--- src/include/rsp_pkg.sv ---
package rsp_pkg;
    // ----------------------------------------
    // pad sharing modes, pad kinds and self-test sequencer states
    // ----------------------------------------
    // how the stimulus pad is used
    typedef enum logic [1:0] {
        STIM_DEDICATED = 2'h0,
        STIM_SHARE_IN = 2'h1,
        STIM_SHARE_OUT = 2'h2
    } rsp_stim_mode_t;
    // how the result pads are used
    typedef enum logic [1:0] {
        RES_DEDICATED = 2'h0,
        RES_SHARE_IN = 2'h1,
        RES_SHARE_OUT = 2'h2
    } rsp_res_mode_t;
    // electrical kind of a pad
    typedef enum logic [1:0] {
        PAD_CMOS = 2'h0,
        PAD_OPEN_DRAIN = 2'h1,
        PAD_LOW_SWING = 2'h2,
        PAD_OV_TOLERANT = 2'h3
    } rsp_pad_kind_t;
    // self-test step sequencer
    typedef enum logic {
        ST_WRITE_NEXT = 1'h0,
        ST_READ_NEXT = 1'h1
    } rsp_bist_state_t;

    // ----------------------------------------
    // defaults and levels
    // ----------------------------------------
    localparam int RSP_NUM_RAMS = 2; // rams with own result pin
    localparam int RSP_BLK_WORDS = 16; // words per block
    localparam int RSP_BLK_BITS = 4; // bits per block
    localparam int RSP_ROWS = 2; // blocks stacked in depth
    localparam int RSP_COLS = 2; // blocks side by side
    localparam logic RSP_ENABLE_ACTIVE = 1'h0; // enable level meaning test
    localparam int RSP_CHECK_STEPS = 9; // connection check length
    localparam logic [8:0] RSP_CHECK_RESULT = 9'h044; // 001000100, step 0 first
endpackage

--- src/include/rsp_ram_if.sv ---
`timescale 1ns/1ns
// ----------------------------------------
// pin side to self-test circuit of one ram
// ----------------------------------------
interface rsp_ram_if #(
    parameter int AW = 5,
    parameter int DW = 8
) ();
    logic testEnN; // common test enable, low = test
    logic stim; // common stimulus
    logic result; // own result of this ram
    logic [AW-1:0] funcAddr; // functional address
    logic [DW-1:0] funcWrData; // functional write data
    logic funcWe; // functional write strobe
    logic funcCs; // functional access strobe
    logic [DW-1:0] funcRdData; // registered read data

    modport pins (
        output testEnN, stim, funcAddr, funcWrData, funcWe, funcCs,
        input result, funcRdData
    );
    modport bist (
        input testEnN, stim, funcAddr, funcWrData, funcWe, funcCs,
        output result, funcRdData
    );
endinterface

--- src/rsp_bist.sv ---
`timescale 1ns/1ns
// ----------------------------------------
// self-test circuit with its ram array
// ----------------------------------------
module rsp_bist #(
    parameter int BLK_WORDS = rsp_pkg::RSP_BLK_WORDS,
    parameter int BLK_BITS = rsp_pkg::RSP_BLK_BITS,
    parameter int ROWS = rsp_pkg::RSP_ROWS,
    parameter int COLS = rsp_pkg::RSP_COLS
) (
    input wire logic clk,
    input wire logic reset,
    rsp_ram_if.bist ram
);
    import rsp_pkg::*;

    localparam int RW = $clog2(BLK_WORDS); // in-block address bits
    localparam int SW = $clog2(ROWS); // block select bits
    localparam int AW = RW + SW;
    localparam int DW = BLK_BITS * COLS;

    // ----------------------------------------
    // elaboration checks
    // ----------------------------------------
    if (BLK_WORDS < 2 || (1 << RW) != BLK_WORDS || ROWS < 2 || (1 << SW) != ROWS)
        $error("block words and rows must be powers of two, at least two");

    // expected data generator, used for writing and comparing
    function automatic logic [DW-1:0] patternOf(input logic [AW-1:0] a);
        logic [DW-1:0] d;
        d = '0;
        for (int i = 0; i < DW; i++) begin
            d[i] = a[i % AW] ^ i[0];
        end
        return d;
    endfunction

    rsp_bist_state_t state_r; // next step kind
    logic [AW-1:0] bistAddr_r; // test address
    logic [AW-1:0] cmpAddr_r; // address of pending compare
    logic cmpPend_r; // read data due for compare
    logic fail_r; // sticky mismatch
    logic [DW-1:0] rdData_r; // read register
    logic testOn; // enable at test level
    logic stepOn; // stimulus step taken
    logic bistWr; // test write step
    logic bistRd; // test read step
    logic [AW-1:0] memAddr;
    logic [DW-1:0] memWrData;
    logic memWe;
    logic memCs;
    logic [ROWS-1:0] rowCs; // per-row chip select
    wire [DW-1:0] rowWord [ROWS]; // asynchronous row read

    assign testOn = (ram.testEnN == RSP_ENABLE_ACTIVE);
    assign stepOn = testOn && ram.stim;
    assign bistWr = stepOn && (state_r == ST_WRITE_NEXT);
    assign bistRd = stepOn && (state_r == ST_READ_NEXT);

    // ----------------------------------------
    // access selector: test or functional
    // ----------------------------------------
    always_comb begin
        if (testOn) begin
            memAddr = bistAddr_r;
            memWrData = patternOf(bistAddr_r);
            memWe = bistWr;
            memCs = bistWr || bistRd;
        end else begin
            memAddr = ram.funcAddr;
            memWrData = ram.funcWrData;
            memWe = ram.funcWe;
            memCs = ram.funcCs;
        end
    end

    // ----------------------------------------
    // block array: rows by depth, columns by width
    // ----------------------------------------
    for (genvar r = 0; r < ROWS; r++) begin : gRow
        // upper address decodes the row
        assign rowCs[r] = memCs && (memAddr[AW-1:RW] == SW'(r));
        for (genvar c = 0; c < COLS; c++) begin : gCol
            logic [BLK_BITS-1:0] mem [BLK_WORDS]; // one block
            // write this block's slice
            always_ff @(posedge clk) begin
                if (rowCs[r] && memWe) begin
                    mem[memAddr[RW-1:0]] <= memWrData[c*BLK_BITS +: BLK_BITS];
                end
            end
            assign rowWord[r][c*BLK_BITS +: BLK_BITS] = mem[memAddr[RW-1:0]];
        end
    end

    // read register
    always_ff @(posedge clk) begin
        if (reset) begin
            rdData_r <= '0;
        end else if (memCs && !memWe) begin
            rdData_r <= rowWord[memAddr[AW-1:RW]];
        end
    end

    // ----------------------------------------
    // test sequencer: write, then read, per address
    // ----------------------------------------
    always_ff @(posedge clk) begin
        if (reset || !testOn) begin
            state_r <= ST_WRITE_NEXT;
            bistAddr_r <= '0;
        end else if (stepOn) begin
            case (state_r)
                ST_WRITE_NEXT: begin
                    state_r <= ST_READ_NEXT;
                end
                ST_READ_NEXT: begin
                    state_r <= ST_WRITE_NEXT;
                    bistAddr_r <= bistAddr_r + 1'b1;
                end
                default: begin
                    state_r <= ST_WRITE_NEXT;
                end
            endcase
        end
    end

    // compare bookkeeping
    always_ff @(posedge clk) begin
        if (reset || !testOn) begin
            cmpPend_r <= 1'h0;
            cmpAddr_r <= '0;
        end else begin
            cmpPend_r <= bistRd;
            if (bistRd) begin
                cmpAddr_r <= bistAddr_r;
            end
        end
    end

    // sticky fail, cleared when test ends
    always_ff @(posedge clk) begin
        if (reset || !testOn) begin
            fail_r <= 1'h0;
        end else if (cmpPend_r && rdData_r != patternOf(cmpAddr_r)) begin
            fail_r <= 1'h1;
        end
    end

    // pass pulse on each write step, no register from stimulus
    assign ram.result = bistWr && !fail_r;
    assign ram.funcRdData = rdData_r;
endmodule

--- src/rsp_pin_sharing.sv ---
`timescale 1ns/1ns
module rsp_pin_sharing #(
    parameter int NUM_RAMS = rsp_pkg::RSP_NUM_RAMS,
    parameter int BLK_WORDS = rsp_pkg::RSP_BLK_WORDS,
    parameter int BLK_BITS = rsp_pkg::RSP_BLK_BITS,
    parameter int ROWS = rsp_pkg::RSP_ROWS,
    parameter int COLS = rsp_pkg::RSP_COLS,
    parameter rsp_pkg::rsp_stim_mode_t STIM_MODE = rsp_pkg::STIM_DEDICATED,
    parameter rsp_pkg::rsp_res_mode_t RES_MODE = rsp_pkg::RES_DEDICATED,
    parameter rsp_pkg::rsp_pad_kind_t STIM_PAD_KIND = rsp_pkg::PAD_CMOS,
    parameter rsp_pkg::rsp_pad_kind_t RES_PAD_KIND = rsp_pkg::PAD_CMOS,
    localparam int AW = $clog2(BLK_WORDS) + $clog2(ROWS),
    localparam int DW = BLK_BITS * COLS
) (
    input wire logic clk,
    input wire logic reset,
    input wire logic selftestEnableN,
    input wire logic stimPadIn,
    output logic stimPadOut,
    output logic stimPadOeN,
    input wire logic funcOutOnStim,
    output logic funcInFromStim,
    input wire logic [NUM_RAMS-1:0] resultPadIn,
    output logic [NUM_RAMS-1:0] resultPadOut,
    output logic [NUM_RAMS-1:0] resultPadOeN,
    input wire logic [NUM_RAMS-1:0] funcOutOnResult,
    output logic [NUM_RAMS-1:0] funcInFromResult,
    input wire logic [NUM_RAMS*AW-1:0] funcAddr,
    input wire logic [NUM_RAMS*DW-1:0] funcWrData,
    input wire logic [NUM_RAMS-1:0] funcWe,
    input wire logic [NUM_RAMS-1:0] funcCs,
    output logic [NUM_RAMS*DW-1:0] funcRdData
);
    import rsp_pkg::*;

    // ----------------------------------------
    // elaboration checks
    // ----------------------------------------
    if (NUM_RAMS < 1)
        $error("at least one ram is needed");
    // special pads cannot turn around or swing fully
    if (STIM_MODE != STIM_DEDICATED && STIM_PAD_KIND != PAD_CMOS)
        $error("stimulus pad kind cannot be shared");
    if (RES_MODE != RES_DEDICATED && RES_PAD_KIND != PAD_CMOS)
        $error("result pad kind cannot be shared");

    logic [NUM_RAMS-1:0] bistResult; // one result per ram
    logic testMode; // enable at test level
    logic stimToBist; // common stimulus
    logic stimSync_r; // first sync stage
    logic funcInFromStim_r;
    logic [NUM_RAMS-1:0] resSync_r; // first sync stages
    logic [NUM_RAMS-1:0] funcInFromResult_r;

    assign testMode = (selftestEnableN == RSP_ENABLE_ACTIVE);
    // straight wire from pad, no gate or flop in between
    assign stimToBist = stimPadIn;

    // ----------------------------------------
    // self-test circuits, one per ram
    // ----------------------------------------
    rsp_ram_if #(.AW(AW), .DW(DW)) ramIf [NUM_RAMS] ();

    for (genvar g = 0; g < NUM_RAMS; g++) begin : gRam
        // dedicated enable pin fans out to every ram
        assign ramIf[g].testEnN = selftestEnableN;
        assign ramIf[g].stim = stimToBist;
        assign ramIf[g].funcAddr = funcAddr[g*AW +: AW];
        assign ramIf[g].funcWrData = funcWrData[g*DW +: DW];
        assign ramIf[g].funcWe = funcWe[g];
        assign ramIf[g].funcCs = funcCs[g];
        // results kept apart, never merged
        assign bistResult[g] = ramIf[g].result;
        assign funcRdData[g*DW +: DW] = ramIf[g].funcRdData;

        rsp_bist #(
            .BLK_WORDS(BLK_WORDS),
            .BLK_BITS(BLK_BITS),
            .ROWS(ROWS),
            .COLS(COLS)
        ) uBist (
            .clk(clk),
            .reset(reset),
            .ram(ramIf[g])
        );
    end

    // ----------------------------------------
    // stimulus pad
    // ----------------------------------------
    // shared output drives only in normal mode; tester leaves it low at end
    always_comb begin
        case (STIM_MODE)
            STIM_SHARE_OUT: begin
                stimPadOut = funcOutOnStim;
                stimPadOeN = testMode;
            end
            default: begin
                stimPadOut = 1'h0;
                stimPadOeN = 1'h1; // input only
            end
        endcase
    end

    // ----------------------------------------
    // result pads
    // ----------------------------------------
    // per-ram pad, driven without any register
    always_comb begin
        case (RES_MODE)
            RES_SHARE_IN: begin
                resultPadOut = bistResult;
                resultPadOeN = {NUM_RAMS{selftestEnableN}};
            end
            RES_SHARE_OUT: begin
                // selector in front of the pad
                resultPadOut = testMode ? bistResult : funcOutOnResult;
                resultPadOeN = '0;
            end
            default: begin
                resultPadOut = bistResult;
                resultPadOeN = '0;
            end
        endcase
    end

    // ----------------------------------------
    // functional inputs from shared pads
    // ----------------------------------------
    // two-stage sync of the stimulus pad for functional logic
    always_ff @(posedge clk) begin
        if (reset) begin
            stimSync_r <= 1'h0;
            funcInFromStim_r <= 1'h0;
        end else begin
            stimSync_r <= stimPadIn;
            funcInFromStim_r <= (STIM_MODE == STIM_SHARE_IN) ? stimSync_r : 1'h0;
        end
    end

    // two-stage sync of result pads used as inputs
    always_ff @(posedge clk) begin
        if (reset) begin
            resSync_r <= '0;
            funcInFromResult_r <= '0;
        end else begin
            resSync_r <= resultPadIn;
            funcInFromResult_r <= (RES_MODE == RES_SHARE_IN) ? resSync_r : '0;
        end
    end

    assign funcInFromStim = funcInFromStim_r;
    assign funcInFromResult = funcInFromResult_r;
endmodule

--- config.mk ---
export PLATFORM = sky130hd
export DESIGN_NAME = rsp_pin_sharing
export DESIGN_NICKNAME = d
export VERILOG_FILES = /design/src/include/rsp_pkg.sv /design/src/include/rsp_ram_if.sv /design/src/rsp_bist.sv /design/src/rsp_pin_sharing.sv
export SDC_FILE = /design/constraint.sdc
export NUM_CORES = 1
export LEC_CHECK = 0
export BUFFER_PORTS_ARGS = -buffer_cell sky130_fd_sc_hd__clkbuf_2
export CAP_MARGIN = 15
export CORE_MARGIN = 2
export CORE_UTILIZATION = 62
export CTS_CLUSTER_SIZE = 8
export DETAILED_ROUTE_END_ITERATION = 10
export PLACE_DENSITY = 0.82
export SLEW_MARGIN = 30
export SYNTH_ARGS = -nofsm -noshare
export SYNTH_HDL_FRONTEND = slang
export SYNTH_SLANG_ARGS = --single-unit
--- constraint.sdc ---
create_clock -name clk -period 4.2 [get_ports clk]
set_clock_uncertainty 0.05 [all_clocks]
set_input_delay 0.63 -clock clk [delete_from_list [all_inputs] [get_ports clk]]
set_output_delay 0.63 -clock clk [all_outputs]
set_load 0.01 [all_outputs]
After elaboration in Yosys (flattened, before gate mapping)
Memory sizes are Yosys's and may differ from the RTL's.
Index checks and enable logic that the tools add are counted.
- bits in registers: 42
- bits in latches: 0
- bits in writable memories: 512
- memory bits (read-only): 0
- input port bits: 39
- output and inout bits: 25
- word-level logic and storage cells: 101
- memories kept: 8
- memory list (name ; words ; width ; read ports ; clocked after Yosys merged registers in ; wr ports ; line ; text):
    gRam[0].uBist.gRow[0].gCol[0].mem ; 16 ; 4 ; 1 ; 0 ; 1 ; rsp_bist.sv:84 ; logic [BLK_BITS-1:0] mem [BLK_WORDS];
    gRam[0].uBist.gRow[0].gCol[1].mem ; 16 ; 4 ; 1 ; 0 ; 1 ; rsp_bist.sv:84 ;
    gRam[0].uBist.gRow[1].gCol[0].mem ; 16 ; 4 ; 1 ; 0 ; 1 ; rsp_bist.sv:84 ;
    gRam[0].uBist.gRow[1].gCol[1].mem ; 16 ; 4 ; 1 ; 0 ; 1 ; rsp_bist.sv:84 ;
    gRam[1].uBist.gRow[0].gCol[0].mem ; 16 ; 4 ; 1 ; 0 ; 1 ; rsp_bist.sv:84 ;
    gRam[1].uBist.gRow[0].gCol[1].mem ; 16 ; 4 ; 1 ; 0 ; 1 ; rsp_bist.sv:84 ;
    2 more memories ; -- ; -- ; -- ; -- ; -- ; -- ;
- add/sub/neg operators: 2
- $mul: 0
- div/mod/pow operators: 0
- magnitude comparators: 2
- equal/unequal tests: 2
- shift operators: 0
- multiplexer cells: 24
- bitwise gates (word level): 23
- reductions and logical operators: 28
- operators with widths (operator ; count):
    8-bit two-way mux ; 8
    1-bit inverter ; 21
    1-bit logical AND ; 19
    8-bit != test ; 2
    1-bit two-way mux ; 12
    5-bit by 1-bit adder with 5-bit output, second input constant ; 2
    5-bit two-way mux ; 2
    2-bit greater-or-equal comparator, second input constant ; 2
    1-bit logical NOT ; 4
    1-bit inverter with 2-bit output ; 2
    1-bit one-hot mux with 2 select lines ; 2
    2-bit AND reduction ; 2
    1-bit logical OR ; 3

Depth between registers and ports, before layout
Gate-level depths: netlist of run 1.
- depth in word-level cells: 9
- mapped depth: 9
- mapped depth without buffers: 5

Modules after synthesis
A second synthesis of run 1 with hierarchy kept.
- cells, all modules: 1189
- area, all modules: 21928.5 um2
- modules (own cells, without submodules) (module ; times used ; cells each ; area each (um2) ; sequential area each (um2)):
    rsp_bist at gRam[1].uBist ; 1 ; 591 ; 10959.3 ; 8107.8
    rsp_bist at gRam[0].uBist ; 1 ; 587 ; 10894.2 ; 8107.8
    rsp_pin_sharing ; 1 ; 11 ; 75.1 ; 0.0

Least setup slack after synthesis of run 1
No wires, ideal clock.
- kind: input-to-reg
- start: input port selftestEnableN
- end: memory gRam[1].uBist.gRow[0].gCol[0].mem[9][0] in the netlist's numbering, enable pin
- library setup time: 0.395 ns
- arrival time: 2.733 ns
- data required time: 3.755 ns
- path slack: 1.023 ns
- stages: 6
- path buffers: 3
- cells stage by stage: buf_6 -> buf_2 -> mux2i_1 -> o21ai_0 -> clkbuf_1 -> nor4_1
- longest elaborated chain between the ends: 9
- elaborated cells on any way between the ends: 13
- classes of those cells: 5 x mux; 2 x bitwise; 6 x reduce/logical
- RTL lines (element ; line ; text):
    start, declared ; rsp_pin_sharing.sv:17 ; input wire logic selftestEnableN,
    1-bit inverter ; rsp_bist.sv:55 ; assign testOn = (ram.testEnN == RSP_ENABLE_ACTIVE);
    1-bit logical AND ; rsp_bist.sv:56 ; assign stepOn = testOn && ram.stim;
    1-bit logical AND, on equally long branches ; rsp_bist.sv:57, rsp_bist.sv:58 ;
    1-bit logical OR ; rsp_bist.sv:68 ; memCs = bistWr || bistRd;
    1-bit two-way mux ; rsp_bist.sv:64 ; if (testOn) begin
    1-bit logical AND ; rsp_bist.sv:82 ; assign rowCs[r] = memCs && (memAddr[AW-1:RW] == SW'(r));
    1-bit logical AND ; rsp_bist.sv:87 ; if (rowCs[r] && memWe) begin
    1-bit two-way mux ; rsp_bist.sv:87 ;
    1-bit two-way mux (not written as such) ; rsp_bist.sv:88 ; mem[memAddr[RW-1:0]] <= memWrData[c*BLK_BITS +: BLK_BITS];
    end, declared ; rsp_bist.sv:84 ;
Parallel ways exist; a longest one is shown, timed or not.

Worst setup path in the final report of run 1
- start: input port selftestEnableN
- end: memory gRam[1].uBist.gRow[0].gCol[1].mem[6][3] in the netlist's numbering, enable pin
- longest elaborated chain between the ends: 9
- elaborated cells on any way between the ends: 13
- classes of those cells: 5 x mux; 2 x bitwise; 6 x reduce/logical
- RTL lines (element ; line):
    1-bit inverter ; rsp_bist.sv:55
    1-bit logical AND ; rsp_bist.sv:56
    1-bit logical AND, on equally long branches ; rsp_bist.sv:57, rsp_bist.sv:58
    1-bit logical OR ; rsp_bist.sv:68
    1-bit two-way mux ; rsp_bist.sv:64
    1-bit logical AND ; rsp_bist.sv:82
    1-bit logical AND ; rsp_bist.sv:87
    1-bit two-way mux ; rsp_bist.sv:87
    1-bit two-way mux (not written as such) ; rsp_bist.sv:88
    end, declared ; rsp_bist.sv:84
Parallel ways exist; a longest one is shown, timed or not.

==> reports/metrics.yaml, run 1 <==
sta:
  period_share: 0.744
  relSlewSlack: 0.368
  rsz0062_at_grt: "false"
  hold_viol: 0
  setup_viol: 0
  max_freq_mhz: 320
  worst_slack_ns: 1.08
  hold-worst-slack_ns: 0.395
  tns_ns: 0
  post-route-min-period_ns: 3.12
  tightest_slew_ns: 0.944
  drv_slew: 0
pwr:
  power.total_mw: 12.5
  switching_share: 0.211
  p_sw_mw: 2.64
  powerDensity_nw_per_um2: 495
  internal_power_mw: 9.87
  pwr-share-clk: 0.461
  vdd_drop_max_v: 0.000329
  leakage_nw: 8.19
  p_comb_frac: 0.050
  seq_power_share: 0.489
critical_path:
  cp_cell_sequence: "buf_2 > buf_4 > mux2i_1 > o21ai_0 > buf_4 > nand2b_1 > nor2_1 > buf_4"
  cp_num_buf_inv: 4
  cp_common_cell: "buf_4"
  crit_start: "selftestEnableN"
  startpoint_type: "input pin"
  reg2reg_slack_ns: 1.17
  cp-end-kind: "register"
  critical_path_required_ns: 4.44
  crit_slowest_cell: "mux2i_1"
  critPathMaxStageDelay_ns: 0.63
  crit_family: "buffers and inverters"
  path_max_fanout: 22
  r2r_start: "gRam[1].uBist.bistAddr_r[0]"
  crit_arrival_ns: 3.36
  setup.worst_path.class: "input pin to register"
grt:
  grt_pass1_wl_mm: 77.7
  grt_pass1_vias: 12600
  grt_usage: 0.290
  grt_max_degree: 43
  overflow: 0
  grt_antenna_before_repair: 0
floorplan:
  die_area_um2: 36900
  initial_core_util: 0.632
  ioPinCount: 64
  die-width_um: 192
  die-height_um: 192
  fp-row-count: 68
  core_area_um2: 34700
placement:
  post-place-ws_ns: 0.712
  hpwl_mm: 29.9
  gp_congestion: 0.893
  io_buffers: 51
synth:
  synthCells: 1177
  synth_warnings: 0
  ys_seq_area_frac: 0.740
  yosysUniqueCellTypes: 56
  syn_area_per_cell_um2: 18.6
  synth_ff_type: "edfxtp_1"
  synth_area_um2: 21900
  synth_edf_count: 512
  synth-async-reset-ratio: 0
  ys_seq_elements: 554
clock_tree:
  clk_pin_slew_worst_paths_ns: 0.05
  cts_resized: 0
  cts_buffer_depth: 3
  cts_max_level: 3
  clock-sinks: 554
  clk_latency_ns: 0.59
  cts_buffers: 79
  cts_tree: "built"
  postCtsSetupRepairBufs: 0
  root_buffer: "clkbuf_16"
  hold_buffers: 0
drt:
  dr_total_vias: 12400
  postRouteWirelength_mm: 51.6
  drt_first_pass_iters: 6
  vias_per_cell: 6.86
  post_drt_wl_per_cell_um: 28.5
  drc: 0
  drtIter0Drc: 1927
  ant_nets: 0
final_layout:
  n_fill_cell: 1910
  drive_gt1_frac: 0.264
  final-seq-area_um2: 16200
  area_delta_synth_final_pct: 15.3
  fin_util: 0.728
  multiInputGateArea_um2: 5390
  nNetsFinal: 1345
  n_antenna_cell: 0
min_path:
  min_from: "stimPadIn"
  hold_class: "input pin to register"
run_status:
  status: "completed"
run:
  maxCapViolCount: 0
registers in the layout, indices dropped and copies added, names as in the netlist:
name	flops
gRam.uBist.bistAddr_r	10
gRam.uBist.cmpAddr_r	10
gRam.uBist.cmpPend_r	2
gRam.uBist.fail_r	2
gRam.uBist.gRow.gCol.mem	512
gRam.uBist.ram.funcRdData	16
gRam.uBist.state_r	2
layout make-up:
cell class                 instances  area share
clock buffer                     122      0.0863
clock inverter                     6     0.00351
inverter                           5    0.000742
multi-input combinational        550       0.213
sequential                       554       0.641
tap                              455      0.0225
timing repair buffer             114      0.0323
power groups by stage:
stage,logic [mW],clock network (mW),registers (mW)
floorplan,0.393,0,6.21
global route,0.667,6.05,6.11
finish,0.631,5.77,6.11
CTS,0.624,5.82,6.11
global placement,0.587,0,6.21
detailed placement,0.611,0,6.21
cell families after synthesis:
group           share of synthesized area
flops                               0.740
simple gates                       0.0455
mux                                 0.139
compound gates                     0.0492
buf+inv                            0.0195
xor+xnor                          0.00559
fa+ha+maj                         0.00114
other cells                      0.000342
cell usage after synthesis, drive strengths merged (6+ instances only):
master	number	area [um^2]
a21oi	42	210
a222oi	15	150
a22o	6	52.6
a22oi	20	150
and3	6	37.5
buf	50	320
clkbuf	23	87.6
dfxtp	42	841
edfxtp	512	15400
mux2	22	255
mux2i	23	230
mux4	114	2570
nand2	67	251
nand2b	7	43.8
nand3	12	60.1
nand3b	6	45.0
nor2	68	255
nor3	28	140
nor4	11	68.8
o21ai	14	70.1
o21bai	11	82.6
xor2	9	78.8
metal layers:
layer	routed length [um]	track usage	vias up
met5	0	0	-
met4	1690	0.111	0
met3	5540	0.0548	140
met2	25200	0.456	898
met1	19200	0.412	6293
li1	-	-	5065
tightest hold or removal path, stage by stage:
cell and delay, ns:
clkbuf_2 0.20, xnor2_1 0.08, nor2_1 0.08
final timing paths:
check | depth (start not counted) | end
max reg2reg | 6 | gRam[1].uBist.ram.funcRdData[7]
min | 3 | gRam[1].uBist.state_r
min reg2reg | 2 | gRam[0].uBist.fail_r
max | 8 | gRam[1].uBist.gRow[0].gCol[1].mem[6][3]
per-stage QoR:
stage / std cells / area, um^2
floorplan: 1182 / 21900
global placement: 1678 / 23000
detailed placement: 1678 / 23000
CTS: 1806 / 25300
global route: 1806 / 25300
finish: 1806 / 25300
cell usage in the layout, fill, tap and decap left out, types with 4 or more instances in the layout:
master	n
o311ai_0	5
buf_4	56
dfxtp_1	42
mux2i_1	23
a2111oi_1	5
xnor2_1	5
nand4_1	4
buf_12	7
mux4_2	114
mux2_2	20
nand3b_1	6
edfxtp_1	512
a22oi_1	20
clkbuf_2	50
nor4_1	11
and3_1	6
a31o_2	4
a22o_1	6
nor3_1	28
inv_1	5
nand3_1	12
clkbuf_16	81
xor2_1	9
a21oi_1	42
o21ai_2	6
a222oi_1	15
o21bai_1	11
clkbuf_1	41
nand2_1	67
a41o_1	5
conb_1	7
nand2b_1	7
nor2_1	68
(Power assumes the default switching activity.)
==> run 2, diff against run 1 <==
--- a/config.mk
+++ b/config.mk
@@ -8,10 +8,10 @@
 export BUFFER_PORTS_ARGS = -buffer_cell sky130_fd_sc_hd__clkbuf_2
 export CAP_MARGIN = 15
 export CORE_MARGIN = 2
-export CORE_UTILIZATION = 62
+export CORE_UTILIZATION = 56
 export CTS_CLUSTER_SIZE = 8
 export DETAILED_ROUTE_END_ITERATION = 10
-export PLACE_DENSITY = 0.82
+export PLACE_DENSITY = 0.79
 export SLEW_MARGIN = 30
 export SYNTH_ARGS = -nofsm -noshare
 export SYNTH_HDL_FRONTEND = slang
==> constraint.sdc (replaced) <==
create_clock -name clk -period 2.8 [get_ports clk]
set_clock_uncertainty 0.05 [all_clocks]
set_input_delay 0.42 -clock clk [delete_from_list [all_inputs] [get_ports clk]]
set_output_delay 0.42 -clock clk [all_outputs]
set_load 0.01 [all_outputs]
==> run 2 against run 1 <==
Effect of this change: register-to-register slack lost 0.78 ns; clock power up 50%; combinational power up 58%; sequential share of layout area down 1.5 points; first-iteration DRC count decreased by 5.4%; hold slack got worse by 0.24 ns; critical path depth shrank 4; via count increased by 1.3%; sequential power increased by 50%; highest routed layer unchanged.
==> reports/metrics.yaml, run 2 (synthesis gave the netlist of run 1 again) <==
drt:
  drt_first_pass_iters: 7
  dr_total_vias: 12600
  postRouteWirelength_mm: 53.2
  post_drt_wl_per_cell_um: 27.4
  vias_per_cell: 6.46
  drc: 0
  ant_nets: 0
  drtIter0Drc: 1823
sta:
  relSlewSlack: 0.351
  worst_slack_ns: 0.389
  setup_viol: 0
  rsz0062_at_grt: "false"
  post-route-min-period_ns: 2.41
  drv_slew: 0
  tightest_slew_ns: 0.974
  hold_viol: 0
  max_freq_mhz: 415
  period_share: 0.861
placement:
  dp.cells: 1804
  post-place-ws_ns: -0.0160
  io_buffers: 51
  gp_congestion: 0.919
  placed_area_um2: 23600
  hpwl_mm: 31.2
pwr:
  leakage_nw: 8.53
  powerDensity_nw_per_um2: 728
  vdd_drop_max_v: 0.000417
final_layout:
  final_area_um2: 25900
  drive_gt1_frac: 0.297
  multiInputGateArea_um2: 5400
  fin_util: 0.670
  layout_commonest_cell: "edfxtp_1"
  largest_reg_flops: 512
  final_cells: 1944
  area_delta_synth_final_pct: 18.0
  n_fill_cell: 2362
  nNetsFinal: 1408
  n_antenna_cell: 0
  final_cell_mix: "edfxtp_1, buf_4, mux4_2, clkbuf_16, nor2_1"
  final-seq-area_um2: 16200
clock_tree:
  cts_resized: 0
  clock-sinks: 554
  cts_max_level: 3
  postCtsSetupRepairBufs: 0
  root_buffer: "clkbuf_16"
  hold_buffers: 0
  cts_tree: "built"
  clk_pin_slew_worst_paths_ns: 0.06
  cts_buffers: 79
  clk_latency_ns: 0.58
  cts_buffer_depth: 3
critical_path:
  crit_arrival_ns: 2.64
  setup.worst_path.class: "register to register"
  r2r_start: "gRam[0].uBist.bistAddr_r[3]"
  cp-end-kind: "register"
  reg2reg_to: "gRam[0].uBist.gRow[0].gCol[0].mem[9][3]"
  reg2reg_slack_ns: 0.39
  reg2regPathDepth: 4
  path_max_fanout: 10
  startpoint_type: "register"
  critical_path_required_ns: 3.03
floorplan:
  core_area_um2: 38600
  ioPinCount: 64
  die-height_um: 202
  fp-row-count: 72
  initial_core_util: 0.567
  die_area_um2: 40800
  die-width_um: 202
min_path:
  hold_class: "input pin to register"
  hold_end: "gRam[0].uBist.state_r"
  min_from: "stimPadIn"
  holdPathStages: 3
run:
  maxCapViolCount: 0
grt:
  grt_antenna_before_repair: 0
  grt_max_degree: 41
  grt_pass1_wl_mm: 80.5
  grt_pass1_vias: 12800
  overflow: 0
  grt_usage: 0.268
run_status:
  status: "completed"
==> run 2: per-layer routing <==
layer  global-route usage  vias to the layer above  share of wire
met4               0.0966                        0          0.034
met1                0.373                     6316           0.37
li1                     -                     5191              -
met5                    0                        -              0
met3               0.0676                      148           0.12
met2                0.416                      905           0.48
==> run 2: power by group <==
group / total, mW / internal [mW] / switching (mW) / leakage, nW
clock network: 8.68 / 5.36 / 3.32 / 1.08
registers: 9.17 / 9.13 / 0.0424 / 5.00
logic: 0.994 / 0.378 / 0.615 / 2.44
total: 18.8 / 14.9 / 3.97 / 8.53
==> run 2: worst max path at each step <==
stage | end | slack, ns | cells past startpoint | startpoint
after floorplan | gRam[0].uBist.gRow[0].gCol[0].mem[0][1] | -0.06 | 5 | selftestEnableN
after global placement | gRam[0].uBist.gRow[0].gCol[0].mem[0][0] | 0.05 | 7 | selftestEnableN
after detailed placement | gRam[0].uBist.gRow[0].gCol[1].mem[0][0] | -0.02 | 7 | selftestEnableN
after CTS | gRam[0].uBist.gRow[0].gCol[0].mem[9][3] | 0.45 | 4 | gRam[0].uBist.bistAddr_r[3]
after global routing | gRam[1].uBist.ram.funcRdData[2] | 0.27 | 6 | gRam[1].uBist.bistAddr_r[2]
final | gRam[0].uBist.gRow[0].gCol[0].mem[9][3] | 0.39 | 4 | gRam[0].uBist.bistAddr_r[3]
==> run 2: metrics by stage <==
stage / power [mW] / setup TNS, ns / hold WS (ns)
global placement: 10.2 / 0 / 0.387
finish: 18.8 / 0 / 0.156
detailed placement: 10.3 / -0.126 / 0.400
global route: 19.3 / 0 / 0.173
floorplan: 9.91 / -17.76 / 0.376
CTS: 18.9 / 0 / 0.143
==> run 2: area by class of cell <==
| type | count | share of cell area |
|---|---|---|
| Clock buffer | 135 | 0.0861 |
| Inverter | 5 | 0.000725 |
| Sequential cell | 554 | 0.627 |
| Timing Repair Buffer | 177 | 0.0512 |
| Multi-Input combinational cell | 550 | 0.209 |
| Clock inverter | 5 | 0.00169 |
| Tap cell | 518 | 0.0250 |
==> run 2: worst max-delay path, cell delays in order (launching register included) <==
cell and delay [ns]:
dfxtp_1 0.63, or3b_2 0.53, and2_1 0.33, nor3_1 0.31
buf_4 0.24
==> run 3, diff against run 2 <==
--- a/config.mk
+++ b/config.mk
@@ -11,7 +11,7 @@
 export CORE_UTILIZATION = 56
 export CTS_CLUSTER_SIZE = 8
 export DETAILED_ROUTE_END_ITERATION = 10
-export PLACE_DENSITY = 0.79
+export PLACE_DENSITY = 0.87
 export SLEW_MARGIN = 30
 export SYNTH_ARGS = -nofsm -noshare
 export SYNTH_HDL_FRONTEND = slang
==> run 3 against run 2 <==
Effect of this change: die area unchanged; highest routed layer unchanged; first-iteration DRC count increased by 26%; routed wire length increased by 7.0%; worst setup slack got worse by 0.19 ns; global-route usage increased by 1.6 points.
==> reports/metrics.yaml, run 3 (synthesis gave the netlist of run 1 again) <==
drt:
  postRouteWirelength_mm: 57.0
  post_drt_wl_per_cell_um: 29.3
  drtIter0Drc: 2305
  drc: 0
  vias_per_cell: 6.75
  drt_first_pass_iters: 8
  dr_total_vias: 13100
  ant_nets: 0
final_layout:
  fin_util: 0.672
  area_delta_synth_final_pct: 18.4
  layout_commonest_cell: "edfxtp_1"
  largest_reg_flops: 512
  final_cell_mix: "edfxtp_1, buf_4, mux4_2, clkbuf_16, nor2_1"
  drive_gt1_frac: 0.302
  nNetsFinal: 1414
critical_path:
  startpoint_type: "register"
  crit_slowest_cell: "mux4_2"
  critPathMaxStageDelay_ns: 0.58
  cp_cell_sequence: "mux2_4 > buf_12 > mux4_2 > a222oi_1 > buf_4 > and3_1 > nor4_1"
  crit_arrival_ns: 3.00
  setup.worst_path.class: "register to register"
  path_max_fanout: 23
  cp-end-kind: "register"
  critical_path_required_ns: 3.20
pwr:
  leakage_nw: 8.58
  seq_power_share: 0.482
  p_sw_mw: 4.08
  pwr-share-clk: 0.464
  p_comb_frac: 0.054
  internal_power_mw: 14.9
  vdd_drop_max_v: 0.000516
  powerDensity_nw_per_um2: 733
  switching_share: 0.215
grt:
  overflow: 0
  grt_usage: 0.284
  grt_pass1_vias: 13300
  grt_max_degree: 35
  grt_pass1_wl_mm: 85.4
  grt_antenna_before_repair: 3
clock_tree:
  cts_buffer_depth: 3
  cts_buffers: 79
  clk_latency_ns: 0.60
  cts_resized: 0
  cts_tree: "built"
  postCtsSetupRepairBufs: 0
  clock-sinks: 554
  hold_buffers: 0
  clk_pin_slew_worst_paths_ns: 0.05
  cts_max_level: 3
  root_buffer: "clkbuf_16"
sta:
  max_freq_mhz: 385
  period_share: 0.927
  hold_viol: 0
  relSlewSlack: 0.383
  rsz0062_at_grt: "false"
  tightest_slew_ns: 0.923
  post-route-min-period_ns: 2.60
  setup_viol: 0
  drv_slew: 0
  hold-worst-slack_ns: 0.234
floorplan:
  ioPinCount: 64
  die-height_um: 202
  core_area_um2: 38600
  die-width_um: 202
  die_area_um2: 40800
  fp-row-count: 72
  initial_core_util: 0.567
min_path:
  hold_class: "input pin to register"
placement:
  gp_congestion: 0.900
  hpwl_mm: 32.5
  io_buffers: 51
run_status:
  status: "completed"
run:
  maxCapViolCount: 0
## run 3: metal layers
layer | vias up | part of all wire | GRT usage
met5 | - | 0 | 0
met4 | 0 | 0.043 | 0.114
met3 | 231 | 0.13 | 0.0709
li1 | 5199 | - | -
met2 | 1144 | 0.48 | 0.450
met1 | 6553 | 0.35 | 0.382
## run 3: critical path: cells and delay by family (launching register included)
kind            cells  cell delay, ns
mux                 2            0.78
compound gates      1            0.54
buf+inv             2            0.43
flops               1            0.35
simple gates        2            0.28
## run 3: path summary, 6_finish.rpt
| path | startpoint | endpoint | slack (ns) | cells past startpoint |
|---|---|---|---|---|
| worst max-delay path | gRam[1].uBist.bistAddr_r[0] | gRam[1].uBist.ram.funcRdData[5] | 0.20 | 7 |
| worst min-delay path | stimPadIn | gRam[0].uBist.state_r | 0.23 | 3 |
| worst max register to register | gRam[1].uBist.bistAddr_r[0] | gRam[1].uBist.ram.funcRdData[5] | 0.20 | 7 |
| worst min register to register | gRam[0].uBist.fail_r | gRam[0].uBist.fail_r | 0.42 | 2 |
## run 3: cell type report
cell class,instances,area (um^2)
inverters,5,18.8
flip-flops and latches,554,16200
multi-input cells,550,5400
well taps,518,648
diodes,3,7.51
clock buffers,128,2250
repair buffers,183,1400
fillers,2197,12700
clock inverters,4,35.0
## run 3: power groups by stage
| stage | Clock (mW) | Sequential [mW] | Combinational [mW] |
|---|---|---|---|
| 4_1_cts | 8.83 | 9.16 | 1.01 |
| 3_5_place_dp | 0 | 9.32 | 0.974 |
| 3_3_place_gp | 0 | 9.32 | 0.940 |
| 5_1_grt | 9.18 | 9.16 | 1.07 |
| 2_1_floorplan | 0 | 9.31 | 0.592 |
| 6_report | 8.82 | 9.17 | 1.03 |
## run 3: through the flow
step           total power, mW  setup TNS [ns]  area [um^2]  instances  setup WS [ns]
6_report                  19.0               0        26000       1945          0.203
3_5_place_dp              10.3         -0.0962        23700       1810        -0.0587
5_1_grt                   19.4               0        26000       1944          0.131
3_3_place_gp              10.3         -0.0515        23700       1810        -0.0415
4_1_cts                   19.0               0        26000       1942          0.277
2_1_floorplan             9.91          -17.76        22000       1182        -0.0617
